## config.mk

```make
export PLATFORM = sky130hd
export DESIGN_NAME = bch_regs
export DESIGN_NICKNAME = d
export VERILOG_FILES = /design/src/pkg/bch_pkg.sv /design/src/rtl/bch_lat_cnt.sv /design/src/rtl/bch_regs.sv
export SDC_FILE = /design/constraint.sdc
export NUM_CORES = 1
export LEC_CHECK = 0
export ABC_AREA = 1
export ABC_CLOCK_PERIOD_IN_PS = 1840
export BUFFER_PORTS_ARGS = -buffer_cell sky130_fd_sc_hd__buf_2
export CAP_MARGIN = 20
export CORE_MARGIN = 2
export CORE_UTILIZATION = 30
export CTS_CLUSTER_SIZE = 28
export DETAILED_ROUTE_END_ITERATION = 10
export PLACE_DENSITY = 0.47
export SLEW_MARGIN = 20
export SYNTH_ARGS = -nofsm -noshare
export SYNTH_HDL_FRONTEND = slang
export SYNTH_SLANG_ARGS = --single-unit
```

## constraint.sdc

```tcl
create_clock -name i_mclk -period 1.84 [get_ports i_mclk]
set_input_delay 0.184 -clock i_mclk [delete_from_list [all_inputs] [get_ports i_mclk]]
set_output_delay 0.184 -clock i_mclk [all_outputs]
set_load 0.01 [all_outputs]
```

## src/pkg/bch_pkg.sv

```systemverilog
// package: register map, field layout and constants of the bridge header bank
package bch_pkg;
   // ---------------------------------------------------------------
   // register byte offsets
   // ---------------------------------------------------------------
   localparam logic [7:0] BCH_OFS_CLASS    = 8'h08;
   localparam logic [7:0] BCH_OFS_HDR      = 8'h0C;
   localparam logic [7:0] BCH_OFS_BUS      = 8'h18;
   localparam logic [7:0] BCH_OFS_IO       = 8'h1C;
   localparam logic [7:0] BCH_OFS_IO_UPPER = 8'h30;
   // ---------------------------------------------------------------
   // fixed field values
   // ---------------------------------------------------------------
   localparam logic [7:0] BCH_PROG_IF      = 8'h00;
   localparam logic [7:0] BCH_SUB_CLASS    = 8'h04;
   localparam logic [7:0] BCH_BASE_CLASS   = 8'h06;
   localparam logic [7:0] BCH_LAYOUT_TYPE  = 8'h01;
   localparam logic [3:0] BCH_IO_32BIT     = 4'h1;
   // revision byte shares the class word; value is arbitrary
   localparam logic [7:0] BCH_REVISION     = 8'h00;
   // ---------------------------------------------------------------
   // reset values and bounds
   // ---------------------------------------------------------------
   localparam logic [7:0]  BCH_RST_BYTE    = 8'h00;
   localparam logic [3:0]  BCH_RST_NIB     = 4'h0;
   localparam logic [15:0] BCH_RST_UPPER   = 16'h0000;
   localparam logic [11:0] BCH_LOW_FILL    = 12'h000;
   localparam logic [11:0] BCH_HIGH_FILL   = 12'hFFF;
   localparam logic [7:0]  BCH_CNT_ZERO    = 8'h00;
endpackage : bch_pkg

```

## src/rtl/bch_lat_cnt.sv

```systemverilog
// latency down-counter loaded from a timer register
`timescale 1ns/1ns
`default_nettype none
module bch_lat_cnt
   import bch_pkg::*;
(
   input  wire logic       i_mclk,
   input  wire logic       i_nrst,
   input  wire logic       i_start,
   input  wire logic       i_stop,
   input  wire logic [7:0] i_load,
   output logic            o_expired
);
   typedef struct packed {
      logic [7:0] cnt;
      logic       run;
      logic       exp;
   } bch_lat_t;

   bch_lat_t st_r;
   bch_lat_t st_nxt;

   always_comb
   begin
      st_nxt = st_r;
      if (i_stop)
      begin
         st_nxt.run = 1'b0;
         st_nxt.exp = 1'b0;
      end
      else if (i_start)
      begin
         st_nxt.cnt = i_load;
         st_nxt.run = 1'b1;
         st_nxt.exp = (i_load == BCH_CNT_ZERO);
      end
      else if (st_r.run && st_r.cnt != BCH_CNT_ZERO)
      begin
         st_nxt.cnt = st_r.cnt - 8'h01;
         st_nxt.exp = (st_r.cnt == 8'h01);
      end
   end

   always_ff @(posedge i_mclk or negedge i_nrst)
   begin
      if (!i_nrst)
         st_r <= '0;
      else
         st_r <= st_nxt;
   end

   assign o_expired = st_r.exp;
endmodule : bch_lat_cnt
`default_nettype wire

```

## src/rtl/bch_regs.sv

```systemverilog
// bridge configuration header bank with apb slave and window decode
`timescale 1ns/1ns
`default_nettype none
// Summary of operation
// - programming interface byte always reads zero
// - sub-class byte reads fixed 04h, writes ignored
// - base-class byte reads fixed 06h, writes ignored
// - upstream latency value loads master counter started at frame assertion
// - layout type byte reads fixed 01h
// - writable upstream bus number, reset zero
// - writable downstream bus number, reset zero
// - writable highest downstream bus number, reset zero
// - downstream latency counts clocks to detect unclaimed accesses
// - io base and limit low nibbles read 1 for 32-bit io
// - io base nibble gives bits 15:12 of lower bound, rest zero
// - io limit nibble gives bits 15:12 of upper bound, rest ones
// - bits 31:16 of bounds come from separate upper registers
// - io forward decision compares address against base and limit
module bch_regs
   import bch_pkg::*;
(
   input  wire logic        i_mclk,
   input  wire logic        i_nrst,
   input  wire logic        i_psel,
   input  wire logic        i_penable,
   input  wire logic        i_pwrite,
   input  wire logic [7:0]  i_paddr,
   input  wire logic [31:0] i_pwdata,
   input  wire logic [3:0]  i_pstrb,
   output logic [31:0]      o_prdata,
   output logic             o_pready,
   output logic             o_pslverr,
   input  wire logic        i_up_frame_start,
   input  wire logic        i_up_frame_end,
   input  wire logic        i_dn_frame_start,
   input  wire logic        i_dn_claimed,
   input  wire logic [31:0] i_io_addr,
   input  wire logic [5:0]  i_burst_words,
   output logic             o_up_lat_expired,
   output logic             o_dn_unclaimed,
   output logic             o_io_forward,
   output logic             o_line_end,
   output logic [7:0]       o_prefetch_words,
   output logic [7:0]       o_up_bus,
   output logic [7:0]       o_dn_bus,
   output logic [7:0]       o_sub_bus
);
   // ---------------------------------------------------------------
   // state
   // ---------------------------------------------------------------
   typedef struct packed {
      logic [7:0]  line_size;
      logic [7:0]  up_lat;
      logic [7:0]  up_bus;
      logic [7:0]  dn_bus;
      logic [7:0]  sub_bus;
      logic [7:0]  dn_lat;
      logic [3:0]  io_base;
      logic [3:0]  io_limit;
      logic [15:0] io_base_hi;
      logic [15:0] io_limit_hi;
      logic [31:0] rdata;
      logic        fwd;
   } bch_state_t;

   bch_state_t st_r;
   bch_state_t st_nxt;

   logic        wr_en;
   logic        rd_en;
   logic        mapped;
   logic [31:0] rd_word;
   logic [31:0] io_lo;
   logic [31:0] io_hi;
   logic        dn_expired;

   // single-cycle access phase: no wait states
   assign o_pready = i_psel && i_penable;
   assign wr_en    = o_pready && i_pwrite;
   assign rd_en    = o_pready && !i_pwrite;

   // ---------------------------------------------------------------
   // window bounds
   // ---------------------------------------------------------------
   assign io_lo = {st_r.io_base_hi, st_r.io_base, BCH_LOW_FILL};
   assign io_hi = {st_r.io_limit_hi, st_r.io_limit, BCH_HIGH_FILL};

   // ---------------------------------------------------------------
   // read mux
   // ---------------------------------------------------------------
   always_comb
   begin
      mapped  = 1'b1;
      rd_word = 32'h0000_0000;
      case (i_paddr)
         BCH_OFS_CLASS:
            rd_word = {BCH_BASE_CLASS, BCH_SUB_CLASS, BCH_PROG_IF,
                       BCH_REVISION};
         BCH_OFS_HDR:
            rd_word = {8'h00, BCH_LAYOUT_TYPE, st_r.up_lat,
                       st_r.line_size};
         BCH_OFS_BUS:
            rd_word = {st_r.dn_lat, st_r.sub_bus, st_r.dn_bus, st_r.up_bus};
         BCH_OFS_IO:
            rd_word = {16'h0000, st_r.io_limit, BCH_IO_32BIT,
                       st_r.io_base, BCH_IO_32BIT};
         BCH_OFS_IO_UPPER:
            rd_word = {st_r.io_limit_hi, st_r.io_base_hi};
         default:
            mapped = 1'b0;
      endcase
   end

   // ---------------------------------------------------------------
   // register update
   // ---------------------------------------------------------------
   always_comb
   begin
      st_nxt = st_r;
      // read-only fields have no storage, so writes to them fall away
      if (wr_en)
      begin
         case (i_paddr)
            BCH_OFS_HDR:
            begin
               if (i_pstrb[0])
                  st_nxt.line_size = i_pwdata[7:0];
               if (i_pstrb[1])
                  st_nxt.up_lat = i_pwdata[15:8];
            end
            BCH_OFS_BUS:
            begin
               if (i_pstrb[0])
                  st_nxt.up_bus = i_pwdata[7:0];
               if (i_pstrb[1])
                  st_nxt.dn_bus = i_pwdata[15:8];
               if (i_pstrb[2])
                  st_nxt.sub_bus = i_pwdata[23:16];
               if (i_pstrb[3])
                  st_nxt.dn_lat = i_pwdata[31:24];
            end
            BCH_OFS_IO:
            begin
               if (i_pstrb[0])
                  st_nxt.io_base = i_pwdata[7:4];
               if (i_pstrb[1])
                  st_nxt.io_limit = i_pwdata[15:12];
            end
            BCH_OFS_IO_UPPER:
            begin
               if (i_pstrb[0])
                  st_nxt.io_base_hi[7:0] = i_pwdata[7:0];
               if (i_pstrb[1])
                  st_nxt.io_base_hi[15:8] = i_pwdata[15:8];
               if (i_pstrb[2])
                  st_nxt.io_limit_hi[7:0] = i_pwdata[23:16];
               if (i_pstrb[3])
                  st_nxt.io_limit_hi[15:8] = i_pwdata[31:24];
            end
            default:
               st_nxt.line_size = st_r.line_size;
         endcase
      end
      if (o_pready)
      begin
         st_nxt.rdata  = rd_en ? rd_word : st_r.rdata;
      end
      // registered decode: one cycle behind the address
      st_nxt.fwd = (i_io_addr >= io_lo) && (i_io_addr <= io_hi);
   end

   always_ff @(posedge i_mclk or negedge i_nrst)
   begin
      if (!i_nrst)
      begin
         st_r             <= '0;
         st_r.line_size   <= BCH_RST_BYTE;
         st_r.up_lat      <= BCH_RST_BYTE;
         st_r.up_bus      <= BCH_RST_BYTE;
         st_r.dn_bus      <= BCH_RST_BYTE;
         st_r.sub_bus     <= BCH_RST_BYTE;
         st_r.dn_lat      <= BCH_RST_BYTE;
         st_r.io_base     <= BCH_RST_NIB;
         st_r.io_limit    <= BCH_RST_NIB;
         st_r.io_base_hi  <= BCH_RST_UPPER;
         st_r.io_limit_hi <= BCH_RST_UPPER;
      end
      else
         st_r <= st_nxt;
   end

   // read data is held until the next read; slverr is combined with the access
   assign o_prdata  = rd_en ? rd_word : st_r.rdata;
   assign o_pslverr = o_pready && !mapped;

   // ---------------------------------------------------------------
   // latency counters
   // ---------------------------------------------------------------
   bch_lat_cnt u_up_lat
   (
      .i_mclk    (i_mclk),
      .i_nrst    (i_nrst),
      .i_start   (i_up_frame_start),
      .i_stop    (i_up_frame_end),
      .i_load    (st_r.up_lat),
      .o_expired (o_up_lat_expired)
   );

   bch_lat_cnt u_dn_lat
   (
      .i_mclk    (i_mclk),
      .i_nrst    (i_nrst),
      .i_start   (i_dn_frame_start),
      .i_stop    (i_dn_claimed),
      .i_load    (st_r.dn_lat),
      .o_expired (dn_expired)
   );

   assign o_dn_unclaimed = dn_expired;

   // ---------------------------------------------------------------
   // cache line use
   // ---------------------------------------------------------------
   // size zero disables line termination; invalid sizes are not policed
   assign o_line_end = (st_r.line_size != BCH_CNT_ZERO) &&
                       ({2'b00, i_burst_words} == st_r.line_size);
   assign o_prefetch_words = st_r.line_size;
   assign o_io_forward     = st_r.fwd;
   assign o_up_bus         = st_r.up_bus;
   assign o_dn_bus         = st_r.dn_bus;
   assign o_sub_bus        = st_r.sub_bus;

   // ---------------------------------------------------------------
   // checks
   // ---------------------------------------------------------------
   property p_class_fixed;
      @(posedge i_mclk) disable iff (!i_nrst)
      rd_en && i_paddr == BCH_OFS_CLASS |-> o_prdata[31:8] == 24'h060400;
   endproperty
   a_class_fixed: assert property (p_class_fixed)
      else $error("class code read wrong");

   property p_sub_class;
      @(posedge i_mclk) disable iff (!i_nrst)
      rd_en && i_paddr == BCH_OFS_CLASS |-> o_prdata[23:16] == 8'h04;
   endproperty
   a_sub_class: assert property (p_sub_class)
      else $error("sub-class read wrong");

   property p_base_class;
      @(posedge i_mclk) disable iff (!i_nrst)
      rd_en && i_paddr == BCH_OFS_CLASS |-> o_prdata[31:24] == 8'h06;
   endproperty
   a_base_class: assert property (p_base_class)
      else $error("base class read wrong");

   property p_line_write;
      @(posedge i_mclk) disable iff (!i_nrst)
      wr_en && i_paddr == BCH_OFS_HDR && i_pstrb[0]
         |=> o_prefetch_words == $past(i_pwdata[7:0]);
   endproperty
   a_line_write: assert property (p_line_write)
      else $error("cache line size not stored");

   property p_up_lat;
      @(posedge i_mclk) disable iff (!i_nrst)
      i_up_frame_start && !i_up_frame_end && st_r.up_lat == 8'h03
         ##1 !i_up_frame_end [*3] |=> o_up_lat_expired;
   endproperty
   a_up_lat: assert property (p_up_lat)
      else $error("upstream latency timing wrong");

   property p_layout;
      @(posedge i_mclk) disable iff (!i_nrst)
      rd_en && i_paddr == BCH_OFS_HDR |-> o_prdata[23:16] == 8'h01;
   endproperty
   a_layout: assert property (p_layout)
      else $error("layout type read wrong");

   property p_bus_nums;
      @(posedge i_mclk) disable iff (!i_nrst)
      wr_en && i_paddr == BCH_OFS_BUS && i_pstrb[2:0] == 3'h7
         |=> {o_sub_bus, o_dn_bus, o_up_bus} == $past(i_pwdata[23:0]);
   endproperty
   a_bus_nums: assert property (p_bus_nums)
      else $error("bus numbers not stored");

   property p_dn_zero;
      @(posedge i_mclk) disable iff (!i_nrst)
      i_dn_frame_start && !i_dn_claimed && st_r.dn_lat == 8'h00 |=> o_dn_unclaimed;
   endproperty
   a_dn_zero: assert property (p_dn_zero)
      else $error("unclaimed detect wrong");

   property p_io_nibble;
      @(posedge i_mclk) disable iff (!i_nrst)
      rd_en && i_paddr == BCH_OFS_IO |-> o_prdata[3:0] == 4'h1 && o_prdata[11:8] == 4'h1;
   endproperty
   a_io_nibble: assert property (p_io_nibble)
      else $error("io indicator wrong");

   property p_io_fwd;
      @(posedge i_mclk) disable iff (!i_nrst)
      i_nrst |=> o_io_forward ==
         ($past(i_io_addr) >= $past(io_lo) && $past(i_io_addr) <= $past(io_hi));
   endproperty
   a_io_fwd: assert property (p_io_fwd)
      else $error("io forward decode wrong");

   property p_io_lower;
      @(posedge i_mclk) disable iff (!i_nrst)
      wr_en && i_paddr == BCH_OFS_IO && i_pstrb[0]
         |=> io_lo[15:0] == {$past(i_pwdata[7:4]), 12'h000};
   endproperty
   a_io_lower: assert property (p_io_lower)
      else $error("io lower bound wrong");

   property p_io_upper;
      @(posedge i_mclk) disable iff (!i_nrst)
      wr_en && i_paddr == BCH_OFS_IO && i_pstrb[1]
         |=> io_hi[15:0] == {$past(i_pwdata[15:12]), 12'hFFF};
   endproperty
   a_io_upper: assert property (p_io_upper)
      else $error("io upper bound wrong");

   property p_io_hi16;
      @(posedge i_mclk) disable iff (!i_nrst)
      wr_en && i_paddr == BCH_OFS_IO_UPPER && i_pstrb == 4'hF
         |=> io_lo[31:16] == $past(i_pwdata[15:0]) && io_hi[31:16] == $past(i_pwdata[31:16]);
   endproperty
   a_io_hi16: assert property (p_io_hi16)
      else $error("io upper halves wrong");

   property p_ro_write;
      @(posedge i_mclk) disable iff (!i_nrst)
      wr_en && i_paddr == BCH_OFS_CLASS
         |=> $stable({st_r.line_size, st_r.up_lat, st_r.up_bus, st_r.dn_bus, st_r.dn_lat});
   endproperty
   a_ro_write: assert property (p_ro_write)
      else $error("read-only write disturbed storage");

   property p_dn_lane;
      @(posedge i_mclk) disable iff (!i_nrst)
      wr_en && i_paddr == BCH_OFS_BUS && i_pstrb == 4'h2
         |=> o_dn_bus == $past(i_pwdata[15:8]) && $stable(o_up_bus) && $stable(o_sub_bus);
   endproperty
   a_dn_lane: assert property (p_dn_lane)
      else $error("downstream bus lane write wrong");
endmodule : bch_regs
`default_nettype wire

```

==> impl_metrics.csv <==
group,metric,value,unit
setup_path,crit_chain,"xor2_1, nor3b_2, nand2_1, a211oi_2, buf_2",
hold_path,hold_path.startpoint,"i_pwdata[19]",
setup_path,slowest_stage,"dfrtp_2",
clocking,clkSinkCount,141,
route,ant_nets,0,
synthesis,yosysTopAreaCellShare,42.6,%
pwr,powerDensity,788,nW/um^2
floorplan,start_util,30.7,%
clocking,tritoncts,"done",
floorplan,ios,161,
setup_path,r2r-start,"u_dn_lat.st_r[2]",
sta,min_period,1.74,ns
cells_and_area,drive_gt1_share,22.5,%
clocking,clk_pin_slew,0.07,ns
sta,setup_slack,0.103,ns
cells_and_area,register_area,3530,sq um
synthesis,ys_seq_area_share,42.6,%
route,drc,0,
synthesis,ys_ff_latch,141,
cells_and_area,utilization,37.2,%
setup_path,crit_required,1.66,ns
sta,finalSetupViolations,0,
sta,period_share,94.4,%
synthesis,yosys.area.top_type,"dfrtp_1",
synthesis,synth_nets,1233,
grt,grt_max_degree,51,
cells_and_area,finalNetCount,1387,
grt,overflow,0,
place,gp_congestion,0.794,
setup_path,crit_buf_inv,1,
floorplan,dieArea,29000,sq um
flow_run,maxCapViolCount,0,
synthesis,yosys_most_used_dff,"dfrtp_1",
floorplan,rows,60,
sta,slew_headroom,70.4,%
grt,grt_pass1_vias,6887,
sta,hold_violations,0,
sta,rsz0062_at_grt,"yes",
route,drtIter0Drc,409,
pwr,peakVddDrop,0.000601,V
sta,skew,0.00979,ns
sta,tightest_slew,0.443,ns
floorplan,fp.dieH,170,microns
sta,drv_slew,0,
route,dr.pass1.iters,5,
route,routedWlPerCell,15.2,microns
synthesis,synth-edff-count,0,
cells_and_area,multi_input_area,3820,sq um
synthesis,yosys-top-cells-area,"dfrtp_1 43%, nand2_1 18%, ha_1 6.6%",
floorplan,coreArea,27000,sq um
setup_path,cp-end-kind,"primary output",
setup_path,path_class,"reg -> out",
synthesis,syn_inst,1098,
setup_path,slowest_delay,0.44,ns
clocking,cts_max_level,4,
setup_path,cp-start-kind,"register",
cells_and_area,n_fill_cell,2892,
synthesis,synth_area,8290,sq um
route,routed_via_density,4.45,
synthesis,syn_area_per_cell,7.55,sq um
pwr,leakagePower,5.62,nW
setup_path,cp-startpoint,"o_prefetch_words[4]",
cells_and_area,diodes,0,
clocking,clock_path_buffers,2,
outcome,status,"completed",
place,dpl.hpwl,19200,microns
setup_path,arrival,1.55,ns
place,dp_slack,0.0806,ns
route,routed_wl,24400,microns
synthesis,yosys-top-cells-count,"402 x nand2_1, 142 x inv_1, 141 x dfrtp_1, 79 x o21ai_0, 48 x nor2_1",
clocking,clk-insertion-delay-late,0.43,ns
synthesis,ys_types,39,
floorplan,die_w,170,microns
pwr,finalPower,0.00793,W
synthesis,yosysWarnings,0,
setup_path,path_max_fanout,3,
synthesis,synthArstFlopShare,100,%
clocking,cts-root-buf,"clkbuf_16",
cells_and_area,postLayoutCellArea,10100,sq um
sta,finalSetupTns,0,ns
grt,antenna_found_initial,1,
hold_path,hold_path_class,"in -> reg",
grt,grt_usage,17.3,%
place,portBuffers,160,
setup_path,critPathTopFamily,"flip-flops",
sta,max_freq,576,MHz
cells_and_area,area_growth,21.4,%
place,placed_area,9370,sq um
synthesis,yosysMostFrequentCell,"nand2_1",
grt,grt_pass1_wl,38300,microns
route,dr_total_vias,7154,
clocking,cts_buffers,17,
[worst paths after layout]
kind	end	slack, ns	cells after the start
max	o_line_end	0.10	5
min	io_hi[19]	0.01	3
max reg2reg	u_dn_lat.o_expired	0.22	9
min reg2reg	st_r[4]	0.47	2
max in group asynchronous	st_r[110]	1.04	3
min in group asynchronous	u_dn_lat.o_expired	0.19	2
[state kept, by name (all words and copies together) (netlist names)]
signal              cells
io_hi                  20
io_lo                  20
o_dn_bus                8
o_io_forward            1
o_prefetch_words        8
o_sub_bus               8
o_up_bus                8
st_r                   48
u_dn_lat.o_expired      1
u_dn_lat.st_r           9
u_up_lat.o_expired      1
u_up_lat.st_r           9
[worst min-delay path: cells and delay by family]
family          cells  cell delay (ns)
buf+inv             2             0.17
compound gates      1             0.06
[through the flow]
stage / std cells / hold slack (ns)
finish: 1606 / 0.0149
global placement: 1567 / 0.0794
detailed placement: 1567 / 0.0801
floorplan: 1098 / -0.112
global route: 1606 / 0.0166
CTS: 1603 / 0.00184
[repair_timing]
| item | 4_1_cts | 5_1_grt |
|---|---|---|
| hold buffers | 3 | 0 |
| pin swaps | 0 | 1 |
| setup buffers | 1 | 2 |
| resized for setup | 2 | 17 |
| endpoints found under the hold margin | 111 | 0 |
| setup endpoints to repair | 2 | 31 |
| cloned | 0 | 1 |
[final cells by class]
cell class	count	share of cell area (%)
Inverter	147	5.56
Timing Repair inverter	1	0.0497
Clock buffer	17	4.23
Tap cell	341	4.24
Sequential cell	141	35.1
Multi-Input combinational cell	750	37.9
Clock inverter	15	1.67
Timing Repair Buffer	194	11.3
[where the power goes]
part	internal (W)	switching, W
registers	0.00322	0.0000944
logic	0.000399	0.000664
clock network	0.00194	0.00161
[cell usage in the layout (no fill, tap or decap), types with 3 or more instances in the layout]
cell / synthesis / final
nand2_1: 402 / 399
buf_2: 7 / 159
inv_1: 142 / 141
dfrtp_1: 141 / 140
o21ai_0: 79 / 72
nor2_1: 48 / 46
ha_1: 44 / 44
o21ai_1: 34 / 40
nand3_1: 34 / 34
buf_4: 34 / 26
o21ai_2: 24 / 25
a21oi_1: 18 / 18
clkbuf_16: 0 / 17
nand2_2: 6 / 9
o22ai_1: 8 / 8
nand4_1: 8 / 8
nand2_4: 7 / 7
o211ai_1: 6 / 6
inv_6: 0 / 6
nor2_2: 3 / 5
buf_12: 0 / 5
nor3_1: 5 / 4
xnor2_1: 4 / 4
inv_8: 0 / 4
inv_2: 3 / 3
nor4_1: 4 / 3
clkinvlp_4: 0 / 3
dlygate4sd3_1: 0 / 3
[routing by layer]
| layer | vias to the layer above | track usage [%] | wire length [microns] |
|---|---|---|---|
| li1 | 3752 | - | - |
| met1 | 3252 | 23.8 | 11900 |
| met2 | 137 | 28.8 | 11500 |
| met3 | 11 | 3.28 | 869 |
| met4 | 2 | 2.79 | 125 |
| met5 | - | 0 | 11 |
[cell families (layout without fill, tap and decap cells)]
family / Yosys count / in the layout / synth area share (%)
flops: 141 / 141 / 42.6
compound gates: 176 / 176 / 12.2
buf+inv: 207 / 374 / 11.8
xor+xnor: 6 / 6 / 0.634
simple gates: 524 / 524 / 26.1
fa+ha+maj: 44 / 44 / 6.64
No activity file was read; power rests on OpenSTA's default activity.
